`src/logic/power_mode_pkg.sv`:
```
/*
  Constants and types shared by the power-mode controller and its helpers.
  Assumes an 8-bit special-function register port driven by the CPU core.
*/
package power_mode_pkg;

  // ************************************************************
  // Register addresses
  // ************************************************************
  localparam logic [7:0] POWER_CONTROL_ADDR = 8'h87;
  localparam logic [7:0] REGULATOR_CONTROL_ADDR = 8'hc9;
  localparam logic [7:0] AUX_REG_CONTROL_ADDR = 8'hca;

  // ************************************************************
  // Reset values
  // ************************************************************
  localparam logic [7:0] POWER_CONTROL_RST = 8'h00;
  localparam logic [7:0] REGULATOR_CONTROL_RST = 8'h00;
  localparam logic [2:0] AUX_REG_CONTROL_RST = 3'h0;
  localparam logic [15:0] RESET_VECTOR = 16'h0000;

  // ************************************************************
  // Field positions
  // ************************************************************
  localparam int PC_IDLE_BIT = 0;
  localparam int PC_STOP_BIT = 1;
  localparam int PC_FLAG_LSB = 2;
  localparam int PC_FLAG_W = 6;
  localparam int RC_USB_AUX_LP_BIT = 1;
  localparam int RC_HALT_CUTS_BIT = 3;
  localparam int RC_USB_LP_BIT = 4;
  localparam int RC_BUS_PRESENT_BIT = 6;
  localparam int RC_USB_DIS_BIT = 7;
  localparam int AR_LOW_BIAS_BIT = 0;
  localparam int AR_BIAS_OFF_BIT = 1;
  localparam int AR_REG_OFF_BIT = 2;

  // ************************************************************
  // Pin synchroniser lanes and their idle levels
  // ************************************************************
  localparam int PIN_LANES = 3;
  localparam int LANE_RESET_PIN_N = 0;
  localparam int LANE_BUS_SUPPLY = 1;
  localparam int LANE_POWER_CYCLE = 2;
  localparam logic [2:0] PIN_IDLE_LEVELS = 3'h1;

  // ************************************************************
  // Enumerations
  // ************************************************************
  typedef enum logic [2:0] {
    MODE_NORMAL,
    MODE_IDLE,
    MODE_STOP,
    MODE_SUSPEND,
    MODE_SHUTDOWN
  } power_mode_type;

  typedef enum logic [1:0] {
    REG_NORMAL,
    REG_LOW_BIAS,
    REG_BIAS_OFF,
    REG_OFF
  } reg_mode_type;

endpackage

```
`src/logic/power_mode_controller.sv`:
```
/*
  Power-mode controller: idle, stop, suspend and shutdown sequencing,
  power control and regulator registers on the special-function port.
  Assumes the CPU pulses insn_done when the writing instruction ends,
  and that a system reset controller acts on reset_req_r and por_req_r.
*/
// Summary of operation
// - Idle request halts CPU after instruction
// - Enabled interrupt in idle clears request, resumes
// - Idle wake resumes at following instruction
// - Reset ends idle with restart at zero
// - Watchdog expiry during idle forces reset
// - Stop request halts CPU and all clocks
// - Only reset ends stop, restart at zero
// - Missing-clock reset ends stop when enabled
// - Suspend on fast oscillator halts it
// - Enabled wake ends suspend, resume next instruction
// - Reset ends suspend with restart at zero
// - Shutdown halts CPU, core regulator off, pins held
// - Only pin or power cycle wakes shutdown
// - Regulator controls reset to normal mode
// - Low-bias alone selects reduced-bias mode
// - Bias-off disables bias; plus off kills regulator
// - Stop and idle bits read zero
// - Six scratch flags, read-write, reset zero
// - Halt-cuts-power chooses aux regulator stop behaviour
// - Bus-supply status mirrors the supply detect
module power_mode_controller
  import power_mode_pkg::*;
(
  input wire logic clk_sys,
  input wire logic sys_rst,
  input wire logic [7:0] sfr_addr,
  input wire logic sfr_wr,
  input wire logic [7:0] sfr_wdata,
  output logic [7:0] sfr_rdata_r,
  input wire logic insn_done,
  input wire logic irq_pending,
  input wire logic suspend_set,
  input wire logic system_clock_net_is_hfosc,
  input wire logic wake_event,
  input wire logic wdt_expire,
  input wire logic mcd_reset,
  input wire logic reset_pin_n,
  input wire logic power_cycle,
  input wire logic bus_supply_pin,
  output logic cpu_halt_r,
  output logic clocks_stopped_r,
  output logic hfosc_halt_r,
  output logic core_ldo_off_r,
  output logic aux_reg_shutdown_r,
  output logic io_hold_r,
  output logic resume_r,
  output logic reset_req_r,
  output logic por_req_r,
  output logic [15:0] reset_vector_r,
  output logic usb_reg_disable_r,
  output logic usb_reg_low_power_r,
  output logic aux_reg_low_power_r,
  output power_mode_pkg::reg_mode_type reg_mode_r
);

  // ************************************************************
  // Declarations
  // ************************************************************
  power_mode_type state_r;
  power_mode_type state_nxt;
  logic [PC_FLAG_W-1:0] scratch_r;
  logic idle_pend_r;
  logic stop_pend_r;
  logic susp_pend_r;
  logic halt_cuts_power_cfg_r;
  logic [2:0] aux_ctrl_r;
  logic [PIN_LANES-1:0] pins_r;
  logic pin_rst;
  logic pwr_rst;
  logic rst_any;
  logic enter;
  logic wake;
  logic take_reset;
  logic take_por;
  logic wr_pc;
  logic wr_rc;
  logic wr_ar;

  assign pin_rst = !pins_r[LANE_RESET_PIN_N];
  assign pwr_rst = pins_r[LANE_POWER_CYCLE];
  assign rst_any = wdt_expire || mcd_reset || pin_rst || pwr_rst;
  assign wr_pc = sfr_wr && (sfr_addr == POWER_CONTROL_ADDR);
  assign wr_rc = sfr_wr && (sfr_addr == REGULATOR_CONTROL_ADDR);
  assign wr_ar = sfr_wr && (sfr_addr == AUX_REG_CONTROL_ADDR);

  // ************************************************************
  // Helpers
  // ************************************************************
  pin_sync #(
    .WIDTH(PIN_LANES),
    .IDLE(PIN_IDLE_LEVELS)
  ) u_pin_sync (
    .clk_sys(clk_sys),
    .sys_rst(sys_rst),
    .pin_in({power_cycle, bus_supply_pin, reset_pin_n}),
    .level_r(pins_r)
  );

  reg_mode_decode u_reg_mode (
    .clk_sys(clk_sys),
    .sys_rst(sys_rst),
    .low_bias(aux_ctrl_r[AR_LOW_BIAS_BIT]),
    .bias_off(aux_ctrl_r[AR_BIAS_OFF_BIT]),
    .reg_off(aux_ctrl_r[AR_REG_OFF_BIT]),
    .mode_r(reg_mode_r)
  );

  // ************************************************************
  // Mode sequencer
  // ************************************************************
  always_comb begin
    state_nxt = state_r;
    enter = 1'b0;
    wake = 1'b0;
    take_reset = 1'b0;
    take_por = 1'b0;
    case (state_r)
      MODE_NORMAL: begin
        if (rst_any) begin
          take_reset = 1'b1;
        end else if (insn_done && stop_pend_r) begin
          enter = 1'b1;
          state_nxt = halt_cuts_power_cfg_r ? MODE_SHUTDOWN : MODE_STOP;
        end else if (insn_done && idle_pend_r) begin
          enter = 1'b1;
          state_nxt = MODE_IDLE;
        end else if (insn_done && susp_pend_r) begin
          enter = 1'b1;
          // Suspend is dropped unless the fast oscillator drives the clock
          if (system_clock_net_is_hfosc) begin
            state_nxt = MODE_SUSPEND;
          end
        end
      end
      MODE_IDLE: begin
        if (rst_any) begin
          take_reset = 1'b1;
          state_nxt = MODE_NORMAL;
        end else if (irq_pending) begin
          wake = 1'b1;
          state_nxt = MODE_NORMAL;
        end
      end
      MODE_STOP: begin
        // Wake events are ignored here; only a reset ends stop
        if (rst_any) begin
          take_reset = 1'b1;
          state_nxt = MODE_NORMAL;
        end
      end
      MODE_SUSPEND: begin
        if (rst_any) begin
          take_reset = 1'b1;
          state_nxt = MODE_NORMAL;
        end else if (wake_event) begin
          wake = 1'b1;
          state_nxt = MODE_NORMAL;
        end
      end
      MODE_SHUTDOWN: begin
        // Watchdog and missing-clock are powered down here
        if (pin_rst || pwr_rst) begin
          take_por = 1'b1;
          state_nxt = MODE_NORMAL;
        end
      end
      default: begin
        state_nxt = MODE_NORMAL;
      end
    endcase
  end

  always_ff @(posedge clk_sys) begin
    if (sys_rst) begin
      state_r <= MODE_NORMAL;
    end else begin
      state_r <= state_nxt;
    end
  end

  // ************************************************************
  // Pending requests; a new write wins over a same-cycle clear
  // ************************************************************
  always_ff @(posedge clk_sys) begin
    if (sys_rst) begin
      idle_pend_r <= 1'b0;
      stop_pend_r <= 1'b0;
      susp_pend_r <= 1'b0;
    end else begin
      if (wr_pc && sfr_wdata[PC_IDLE_BIT]) begin
        idle_pend_r <= 1'b1;
      end else if (enter || wake || take_reset || take_por) begin
        idle_pend_r <= 1'b0;
      end
      if (wr_pc && sfr_wdata[PC_STOP_BIT]) begin
        stop_pend_r <= 1'b1;
      end else if (enter || take_reset || take_por) begin
        stop_pend_r <= 1'b0;
      end
      if (suspend_set) begin
        susp_pend_r <= 1'b1;
      end else if (enter || wake || take_reset || take_por) begin
        susp_pend_r <= 1'b0;
      end
    end
  end

  // ************************************************************
  // Power outputs, from the next state so they track it exactly
  // ************************************************************
  always_ff @(posedge clk_sys) begin
    if (sys_rst) begin
      cpu_halt_r <= 1'b0;
      clocks_stopped_r <= 1'b0;
      hfosc_halt_r <= 1'b0;
      core_ldo_off_r <= 1'b0;
      aux_reg_shutdown_r <= 1'b0;
      io_hold_r <= 1'b0;
    end else begin
      cpu_halt_r <= (state_nxt != MODE_NORMAL);
      // Idle keeps clocks so the watchdog keeps counting
      clocks_stopped_r <= (state_nxt == MODE_STOP) ||
                          (state_nxt == MODE_SUSPEND) ||
                          (state_nxt == MODE_SHUTDOWN);
      hfosc_halt_r <= (state_nxt == MODE_SUSPEND);
      core_ldo_off_r <= (state_nxt == MODE_SHUTDOWN);
      aux_reg_shutdown_r <= (state_nxt == MODE_SHUTDOWN);
      io_hold_r <= (state_nxt == MODE_SHUTDOWN);
    end
  end

  always_ff @(posedge clk_sys) begin
    if (sys_rst) begin
      resume_r <= 1'b0;
      reset_req_r <= 1'b0;
      por_req_r <= 1'b0;
      reset_vector_r <= RESET_VECTOR;
    end else begin
      resume_r <= wake;
      reset_req_r <= take_reset;
      por_req_r <= take_por;
      reset_vector_r <= RESET_VECTOR;
    end
  end

  // ************************************************************
  // Register writes
  // ************************************************************
  always_ff @(posedge clk_sys) begin
    if (sys_rst) begin
      scratch_r <= POWER_CONTROL_RST[PC_FLAG_LSB +: PC_FLAG_W];
    end else if (wr_pc) begin
      scratch_r <= sfr_wdata[PC_FLAG_LSB +: PC_FLAG_W];
    end
  end

  always_ff @(posedge clk_sys) begin
    if (sys_rst) begin
      usb_reg_disable_r <= REGULATOR_CONTROL_RST[RC_USB_DIS_BIT];
      usb_reg_low_power_r <= REGULATOR_CONTROL_RST[RC_USB_LP_BIT];
      halt_cuts_power_cfg_r <= REGULATOR_CONTROL_RST[RC_HALT_CUTS_BIT];
      aux_reg_low_power_r <= REGULATOR_CONTROL_RST[RC_USB_AUX_LP_BIT];
    end else if (wr_rc) begin
      usb_reg_disable_r <= sfr_wdata[RC_USB_DIS_BIT];
      usb_reg_low_power_r <= sfr_wdata[RC_USB_LP_BIT];
      halt_cuts_power_cfg_r <= sfr_wdata[RC_HALT_CUTS_BIT];
      aux_reg_low_power_r <= sfr_wdata[RC_USB_AUX_LP_BIT];
    end
  end

  always_ff @(posedge clk_sys) begin
    if (sys_rst) begin
      aux_ctrl_r <= AUX_REG_CONTROL_RST;
    end else if (wr_ar) begin
      aux_ctrl_r <= sfr_wdata[2:0];
    end
  end

  // ************************************************************
  // Register reads, one cycle after the address
  // ************************************************************
  always_ff @(posedge clk_sys) begin
    if (sys_rst) begin
      sfr_rdata_r <= 8'h00;
    end else if (sfr_addr == POWER_CONTROL_ADDR) begin
      sfr_rdata_r <= {scratch_r, 2'b00};
    end else if (sfr_addr == REGULATOR_CONTROL_ADDR) begin
      sfr_rdata_r <= {usb_reg_disable_r, pins_r[LANE_BUS_SUPPLY], 1'b0,
                      usb_reg_low_power_r, halt_cuts_power_cfg_r, 1'b0,
                      aux_reg_low_power_r, 1'b0};
    end else if (sfr_addr == AUX_REG_CONTROL_ADDR) begin
      sfr_rdata_r <= {5'h00, aux_ctrl_r};
    end else begin
      sfr_rdata_r <= 8'h00;
    end
  end
endmodule

```
`src/logic/pin_sync.sv`:
```
/*
  Three-stage synchroniser for a group of slow pin levels.
  Assumes the pins are asynchronous to clk_sys and change slowly.
*/
module pin_sync #(
  parameter int WIDTH = 3,
  parameter logic [WIDTH-1:0] IDLE = '0
) (
  input wire logic clk_sys,
  input wire logic sys_rst,
  input wire logic [WIDTH-1:0] pin_in,
  output logic [WIDTH-1:0] level_r
);

  // ************************************************************
  // Per-lane stages
  // ************************************************************
  genvar i;
  generate
    for (i = 0; i < WIDTH; i++) begin : g_lane
      logic s1_r;
      logic s2_r;
      logic s3_r;
      always_ff @(posedge clk_sys) begin
        if (sys_rst) begin
          s1_r <= IDLE[i];
          s2_r <= IDLE[i];
          s3_r <= IDLE[i];
          level_r[i] <= IDLE[i];
        end else begin
          s1_r <= pin_in[i];
          s2_r <= s1_r;
          s3_r <= s2_r;
          // Only accept a level once two late stages agree
          if (s2_r == s3_r) begin
            level_r[i] <= s3_r;
          end
        end
      end
    end
  endgenerate

endmodule

```
`src/logic/reg_mode_decode.sv`:
```
/*
  Decodes the three regulator control bits into a regulator mode.
  Assumes the control bits come from registers on the same clock.
*/
module reg_mode_decode
  import power_mode_pkg::*;
(
  input wire logic clk_sys,
  input wire logic sys_rst,
  input wire logic low_bias,
  input wire logic bias_off,
  input wire logic reg_off,
  output power_mode_pkg::reg_mode_type mode_r
);

  // ************************************************************
  // Mode select
  // ************************************************************
  always_ff @(posedge clk_sys) begin
    if (sys_rst) begin
      mode_r <= REG_NORMAL;
    end else if (bias_off && reg_off) begin
      mode_r <= REG_OFF;
    end else if (bias_off) begin
      mode_r <= REG_BIAS_OFF;
    end else if (low_bias) begin
      mode_r <= REG_LOW_BIAS;
    end else begin
      // Regulator-off without bias-off is not a listed mode
      mode_r <= REG_NORMAL;
    end
  end
endmodule

```
`config.mk`:
```
export PLATFORM = sky130hd
export DESIGN_NAME = power_mode_controller
export DESIGN_NICKNAME = d
export VERILOG_FILES = /design/src/logic/power_mode_pkg.sv /design/src/logic/power_mode_controller.sv /design/src/logic/pin_sync.sv /design/src/logic/reg_mode_decode.sv
export SDC_FILE = /design/constraint.sdc
export NUM_CORES = 1
export LEC_CHECK = 0
export BUFFER_PORTS_ARGS = -buffer_cell sky130_fd_sc_hd__buf_2
export CAP_MARGIN = 20
export CORE_MARGIN = 4
export CORE_UTILIZATION = 25
export CTS_CLUSTER_SIZE = 25
export DETAILED_ROUTE_END_ITERATION = 12
export PLACE_DENSITY = 0.57
export SLEW_MARGIN = 20
export SYNTH_ARGS = -nofsm -noshare
export SYNTH_HDL_FRONTEND = slang
export SYNTH_HIERARCHICAL = 1
export SYNTH_SLANG_ARGS = --single-unit
```
`constraint.sdc`:
```
create_clock -name clk_sys -period 2.1 [get_ports clk_sys]
set_input_delay 0.42 -clock clk_sys [delete_from_list [all_inputs] [get_ports clk_sys]]
set_output_delay 0.42 -clock clk_sys [all_outputs]
set_load 0.05 [all_outputs]
```
==> results.sh, run 1 <==
export IMPL_worstHoldPathType="primary input to flip-flop"
export IMPL_gate_count_after_technology_mapping=178
export IMPL_cts_repair_resized=0
export IMPL_mostFrequentLayoutCell="sky130_fd_sc_hd__buf_2"
export IMPL_initial_utilization=0.256
export IMPL_data_required_critical_path_ps=2290
export IMPL_synth_largest_area_cell="sky130_fd_sc_hd__dfxtp_1"
export IMPL_worst_setup_path_end_kind="flip-flop"
export IMPL_design_core_area_um2=7250
export IMPL_critical_path_startpoint_category="flip-flop"
export IMPL_finalHoldViolations=0
export IMPL_reg2reg_from="state_r[1]$_SDFF_PP0_"
export IMPL_max_slew_margin_rel=0.646
export IMPL_synth_top_cell_area_share=0.518
export IMPL_synth_seq_cells=48
export IMPL_rsz0062_at_grt="false"
export IMPL_clkTransAtPathRegs_ps=80
export IMPL_cp_arrival_ps=1900
export IMPL_yosys_warnings=6
export IMPL_grt_pass1_wl_um=5960
export IMPL_fin_skew_ps=3.92
export IMPL_postCtsSetupRepairBufs=0
export IMPL_nets=261
export IMPL_worstMarginPinSlew_ps=524
export IMPL_total_power_uw=1640
export IMPL_detail_route_drc_violations=0
export IMPL_grt_antenna_before_repair=1
export IMPL_worst_setup_path_type="flip-flop to flip-flop"
export IMPL_cts_made_buffers=5
export IMPL_ctsHtreeMaxLevel=2
export IMPL_post_synth_main_area_contributors="sky130_fd_sc_hd__dfxtp_1 52%, sky130_fd_sc_hd__mux2i_1 8.1%, sky130_fd_sc_hd__buf_4 7.3%, sky130_fd_sc_hd__nor2_1 4.4%, sky130_fd_sc_hd__nor2b_1 3.4%"
export IMPL_reg2reg_to="susp_pend_r$_SDFFE_PP0P_"
export IMPL_worstSkewPairLatency_ps=290
export IMPL_ctsHoldBuffers=0
export IMPL_fp_dieW_um=94.2
export IMPL_final_cell_mix="50 x sky130_fd_sc_hd__buf_2, 48 x sky130_fd_sc_hd__dfxtp_1, 22 x sky130_fd_sc_hd__nor2_1"
export IMPL_fp_dieArea_um2=8870
export IMPL_crit_path_end="susp_pend_r$_SDFFE_PP0P_"
export IMPL_detailed_place_hpwl_um=2950
export IMPL_clock_path_buffers=2
export IMPL_drt_initial_drc_count=41
export IMPL_cts_root_buf="sky130_fd_sc_hd__clkbuf_8"
export IMPL_totalNegativeSetupSlack_ps=0
export IMPL_start_point_of_the_worst_min_delay_path="reset_pin_n"
export IMPL_timing_critical_path_from="state_r[1]$_SDFF_PP0_"
export IMPL_post_drt_via_cell_ratio=4.12
export IMPL_power_density_nw_per_um2=730
export IMPL_diodes=0
export IMPL_ir_drop_mv=0.278
export IMPL_gr_total_overflow=0
export IMPL_timing_reg2reg_setup_slack_ps=390
export IMPL_place_port_buffers=50
export IMPL_timing_final_setup_violations=0
export IMPL_die_height_um=94.2
export IMPL_dr_total_vias=1368
export IMPL_drtAntennaViolNets=0
export IMPL_post_drt_wl_per_cell_um=11.6
export IMPL_cap_violations=0
export IMPL_period_minus_slack_ps=1710
export IMPL_run_status="complete, no violations"
export IMPL_rr_worst_depth=4
export IMPL_grt_util_all_layers=0.0880
export IMPL_synthDistinctLibCells=42
export IMPL_synth_seq_area_share=0.518
export IMPL_first_global_vias=1242
export IMPL_last_weighted_congestion_value_of_the_routability_driven_placer=0.815
export IMPL_max_clock_freq_mhz=584
export IMPL_avgSynthCellArea_um2=10.4
export IMPL_wirelength_um=3860
export IMPL_p_leak_uw=0.00104
export IMPL_tritoncts_clock_tree="done"
export IMPL_floorplan_io_pins=67
export IMPL_critPathMaxFanout=5
export IMPL_clock_sinks=48
export IMPL_finalMaxSlewViolations=0
export IMPL_synth_cell_area_um2=1860
export IMPL_std_cell_rows=31
export IMPL_detail_route_first_pass_iterations=4
export IMPL_grt_start_max_net_pins=20
export IMPL_layout_drive_gt1_share=0.283
export IMPL_area_growth_from_synthesis_to_final_layout_pct=20.6
export IMPL_layout_worst_path_cycle_share=0.815
==> through the flow <==
step	hold slack [ps]	utilization	setup WS (ps)	instance area (um2)	cells
CTS	289	0.309	379	2240	332
global route	319	0.309	310	2240	332
finish	301	0.309	388	2240	332
detailed placement	389	0.296	319	2150	324
floorplan	383	-	434	1910	193
global placement	386	0.296	352	2150	324
==> worst max-delay path, cell delays in order, from the launching register on <==
cell                      delay [ps]
sky130_fd_sc_hd__dfxtp_1         420
sky130_fd_sc_hd__mux2i_1         120
sky130_fd_sc_hd__or3_1           350
sky130_fd_sc_hd__or4_1           440
sky130_fd_sc_hd__a32o_2          280
==> synth_stat cells <==
cell,n
sky130_fd_sc_hd__a21boi_0,1
sky130_fd_sc_hd__a21o_1,1
sky130_fd_sc_hd__a21oi_1,4
sky130_fd_sc_hd__a22o_1,7
sky130_fd_sc_hd__a2bb2oi_1,1
sky130_fd_sc_hd__a311oi_1,1
sky130_fd_sc_hd__a32o_2,2
sky130_fd_sc_hd__a32oi_1,1
sky130_fd_sc_hd__a41oi_1,1
sky130_fd_sc_hd__and2_1,3
sky130_fd_sc_hd__and2b_1,1
sky130_fd_sc_hd__and3_1,2
sky130_fd_sc_hd__and3b_1,1
sky130_fd_sc_hd__buf_4,18
sky130_fd_sc_hd__buf_6,1
sky130_fd_sc_hd__clkbuf_1,1
sky130_fd_sc_hd__clkbuf_8,1
sky130_fd_sc_hd__conb_1,1
sky130_fd_sc_hd__dfxtp_1,48
sky130_fd_sc_hd__inv_1,2
sky130_fd_sc_hd__inv_2,1
sky130_fd_sc_hd__mux2i_1,15
sky130_fd_sc_hd__nand2_1,5
sky130_fd_sc_hd__nand4_1,2
sky130_fd_sc_hd__nand4b_1,1
sky130_fd_sc_hd__nor2_1,22
sky130_fd_sc_hd__nor2b_1,10
sky130_fd_sc_hd__nor3_1,4
sky130_fd_sc_hd__nor3b_1,1
sky130_fd_sc_hd__nor4_1,1
sky130_fd_sc_hd__nor4_2,1
sky130_fd_sc_hd__nor4_4,1
sky130_fd_sc_hd__nor4b_1,1
sky130_fd_sc_hd__nor4bb_1,1
sky130_fd_sc_hd__o21a_1,1
sky130_fd_sc_hd__o21ai_0,3
sky130_fd_sc_hd__o21bai_1,1
sky130_fd_sc_hd__or2_1,4
sky130_fd_sc_hd__or2b_1,1
sky130_fd_sc_hd__or3_1,2
sky130_fd_sc_hd__or3b_4,1
sky130_fd_sc_hd__or4_1,1
==> kinds of logic (layout without fill, tap and decap cells) <==
group           Yosys count  count (layout)  synth area share
simple gates             66              66             0.206
flops                    48              48             0.518
compound gates           24              24            0.0991
buf+inv                  24              64            0.0943
mux                      15              15            0.0809
other cells               1              16           0.00202
==> cell type report <==
cell class | count | area [um2]
Clock buffer | 7 | 86.3
Fill cell | 773 | 5010
Sequential cell | 48 | 961
Multi-Input combinational cell | 121 | 777
Inverter | 3 | 11.3
Clock inverter | 1 | 7.51
Timing Repair Buffer | 53 | 273
Tap cell | 99 | 124
==> registers in the layout, summed over array words and instances (netlist names), 2 cells and up <==
| name | cells |
|---|---|
| u_pin_sync/g_lane.s1_r | 3 |
| scratch_r | 6 |
| state_r | 3 |
| u_pin_sync/level_r | 3 |
| u_pin_sync/g_lane.s2_r | 3 |
| sfr_rdata_r | 8 |
| u_reg_mode/mode_r | 2 |
| u_pin_sync/g_lane.s3_r | 3 |
| aux_ctrl_r | 3 |
==> routing by layer <==
| metal | share of wire | up-vias | GRT usage |
|---|---|---|---|
| met2 | 0.46 | 40 | 0.138 |
| met5 | 0.0034 | - | 0 |
| met1 | 0.44 | 625 | 0.105 |
| li1 | - | 694 | - |
| met3 | 0.080 | 7 | 0.0377 |
| met4 | 0.017 | 2 | 0.0361 |
==> power breakdown <==
group          switching [uW]  leakage [uW]  internal (uW)
Sequential               4.41      0.000389            920
Combinational             111      0.000604           38.7
Clock                     293     0.0000445            268
Total                     409       0.00104           1230
==> worst min path at each step <==
stage	to	slack [ps]	depth (start not counted)
floorplan	u_pin_sync/g_lane[0].s2_r$_SDFF_PP1_	380	1
global placement	u_pin_sync/g_lane[0].s2_r$_SDFF_PP1_	390	1
detailed placement	u_pin_sync/g_lane[0].s2_r$_SDFF_PP1_	390	1
CTS	u_pin_sync/g_lane[0].s1_r$_SDFF_PP1_	290	2
global route	u_pin_sync/g_lane[0].s1_r$_SDFF_PP1_	320	2
finish	u_pin_sync/g_lane[0].s1_r$_SDFF_PP1_	300	2
Power figures use the tool's default switching activity.
==> run 2, diff against run 1 <==
Clock period 2.1 ns to 1.6 ns, I/O delays scaled along.
==> results.sh, run 2 (same netlist as run 1, synthesis figures left out) <==
export IMPL_mostFrequentLayoutCell="sky130_fd_sc_hd__buf_2"
export IMPL_dr_total_vias=1389
export IMPL_numPlacedInstances=335
export IMPL_ctsHtreeMaxLevel=2
export IMPL_detailed_place_hpwl_um=3010
export IMPL_total_power_uw=2270
export IMPL_first_global_vias=1265
export IMPL_critPathMaxFanout=2
export IMPL_drt_initial_drc_count=38
export IMPL_diodes=0
export IMPL_comb_power_share=0.090
export IMPL_post_drt_via_cell_ratio=4.05
export IMPL_initial_utilization=0.256
export IMPL_cell_internal_pwr_uw=1730
export IMPL_power_density_nw_per_um2=968
export IMPL_worst_setup_path_type="flip-flop to flip-flop"
export IMPL_p_seq_frac=0.535
export IMPL_clkTransAtPathRegs_ps=90
export IMPL_grt_antenna_before_repair=1
export IMPL_met3_wirelength_um=292
export IMPL_die_height_um=94.2
export IMPL_last_weighted_congestion_value_of_the_routability_driven_placer=0.871
export IMPL_met1_wire_length_um=1690
export IMPL_detailroute_wirelength_met2_um=1740
export IMPL_number_of_flip_flops_in_the_largest_register=8
export IMPL_switching_share=0.237
export IMPL_nets=272
export IMPL_post_drt_wl_per_cell_um=11.1
export IMPL_worstSkewPairLatency_ps=300
export IMPL_power_net_switching_uw=538
export IMPL_detail_route_first_pass_iterations=4
export IMPL_place_port_buffers=50
export IMPL_timing_final_setup_violations=0
export IMPL_max_clock_freq_mhz=626
export IMPL_data_required_critical_path_ps=1790
export IMPL_finalHoldViolations=0
export IMPL_filler_cell_count=794
export IMPL_power_share_clock=0.375
export IMPL_std_cell_rows=31
export IMPL_totalNegativeSetupSlack_ps=0
export IMPL_rsz0062_at_grt="true"
export IMPL_cts_root_buf="sky130_fd_sc_hd__clkbuf_8"
export IMPL_area_growth_from_synthesis_to_final_layout_pct=26.1
export IMPL_grt_pass1_wl_um=6050
export IMPL_floorplan_io_pins=67
export IMPL_critical_path_startpoint_category="flip-flop"
export IMPL_ctsHoldBuffers=0
export IMPL_finalMaxSlewViolations=0
export IMPL_cap_violations=0
export IMPL_pre_cts_slack_ps=-47.4
export IMPL_wirelength_um=3800
export IMPL_cp_arrival_ps=1790
export IMPL_ir_drop_mv=0.387
export IMPL_cts_made_buffers=5
export IMPL_fin_skew_ps=7.69
export IMPL_clock_path_buffers=2
export IMPL_layout_drive_gt1_share=0.324
export IMPL_fp_dieW_um=94.2
export IMPL_worstHoldPathType="primary input to flip-flop"
export IMPL_clock_sinks=48
export IMPL_grt_start_max_net_pins=20
export IMPL_top_regs="sfr_rdata_r (8), scratch_r (6)"
export IMPL_layout_setup_ws_ps=2.02
export IMPL_gr_total_overflow=0
export IMPL_top_layer="met5"
export IMPL_drtAntennaViolNets=0
export IMPL_tritoncts_clock_tree="done"
export IMPL_largest_register_by_flop_count="sfr_rdata_r"
export IMPL_period_minus_slack_ps=1600
export IMPL_run_status="complete, no violations"
export IMPL_grt_util_all_layers=0.0886
export IMPL_design_core_area_um2=7250
export IMPL_final_cell_mix="50 x sky130_fd_sc_hd__buf_2, 47 x sky130_fd_sc_hd__dfxtp_1, 22 x sky130_fd_sc_hd__nor2_1"
export IMPL_p_leak_uw=0.00110
export IMPL_worst_setup_path_end_kind="flip-flop"
export IMPL_layout_worst_path_cycle_share=0.999
export IMPL_fp_dieArea_um2=8870
export IMPL_layout_cells_non_filler=343
export IMPL_detail_route_drc_violations=0
run 2: cell count changes in the layout (fill, tap and decap cells not counted), sizes merged:
cell / previous run / this run
clkinvlp: 1 / 0
clkinv: 0 / 1
bufinv: 0 / 1
clkbuf: 7 / 6
buf: 53 / 64
run 2: critical path: stages, from the launching register on:
cell and delay, ps:
sky130_fd_sc_hd__dfxtp_2 330, sky130_fd_sc_hd__mux2i_1 120, sky130_fd_sc_hd__or3_1 340, sky130_fd_sc_hd__or4_4 430, sky130_fd_sc_hd__a32o_2 270
run 2: repair_timing:
| item | 4_1_cts | 5_1_grt |
|---|---|---|
| pin swaps | 0 | 0 |
| setup endpoints to repair | 1 | 1 |
| gates resized for setup | 2 | 0 |
| buffers inserted | 0 | 0 |
run 2: area by class of cell:
| type | instances | area [um2] | area share |
|---|---|---|---|
| clock buffer | 6 | 72.6 | 0.0310 |
| timing repair buffer | 64 | 355 | 0.152 |
| sequential | 48 | 962 | 0.411 |
| clock inverter | 2 | 35.0 | 0.0150 |
| inverter | 3 | 11.3 | 0.00481 |
| multi-input combinational | 121 | 781 | 0.334 |
| tap | 99 | 124 | 0.0529 |
run 2: final timing paths:
kind | start | endpoint | slack, ps | depth (start not counted)
hold reg to reg | u_pin_sync/g_lane[0].s1_r$_SDFF_PP1_ | u_pin_sync/g_lane[0].s2_r$_SDFF_PP1_ | 410 | 1
setup / recovery | state_r[1]$_SDFF_PP0_ | susp_pend_r$_SDFFE_PP0P_ | 2 | 4
setup reg to reg | state_r[1]$_SDFF_PP0_ | susp_pend_r$_SDFFE_PP0P_ | 2 | 4
hold / removal | reset_pin_n | u_pin_sync/g_lane[0].s1_r$_SDFF_PP1_ | 210 | 2
run 2: power by group through the flow:
stage	sequential, uW	combinational (uW)	clock [uW]
3_3_place_gp	1240	204	0
3_5_place_dp	1240	205	0
5_1_grt	1210	221	912
2_1_floorplan	1250	163	0
4_1_cts	1210	206	873
6_report	1210	204	850
run 2: through the flow:
stage	util	instance area, um2	hold slack (ps)
after detailed placement	0.307	2230	401
after CTS	0.323	2340	204
after global placement	0.307	2230	387
after global routing	0.323	2340	205
final	0.323	2340	207
after floorplan	-	1910	383
run 2: per-layer routing:
metal,vias up,track usage
li1,719,-
met1,620,0.109
met2,40,0.139
met3,8,0.0337
met4,2,0.0361
met5,-,0
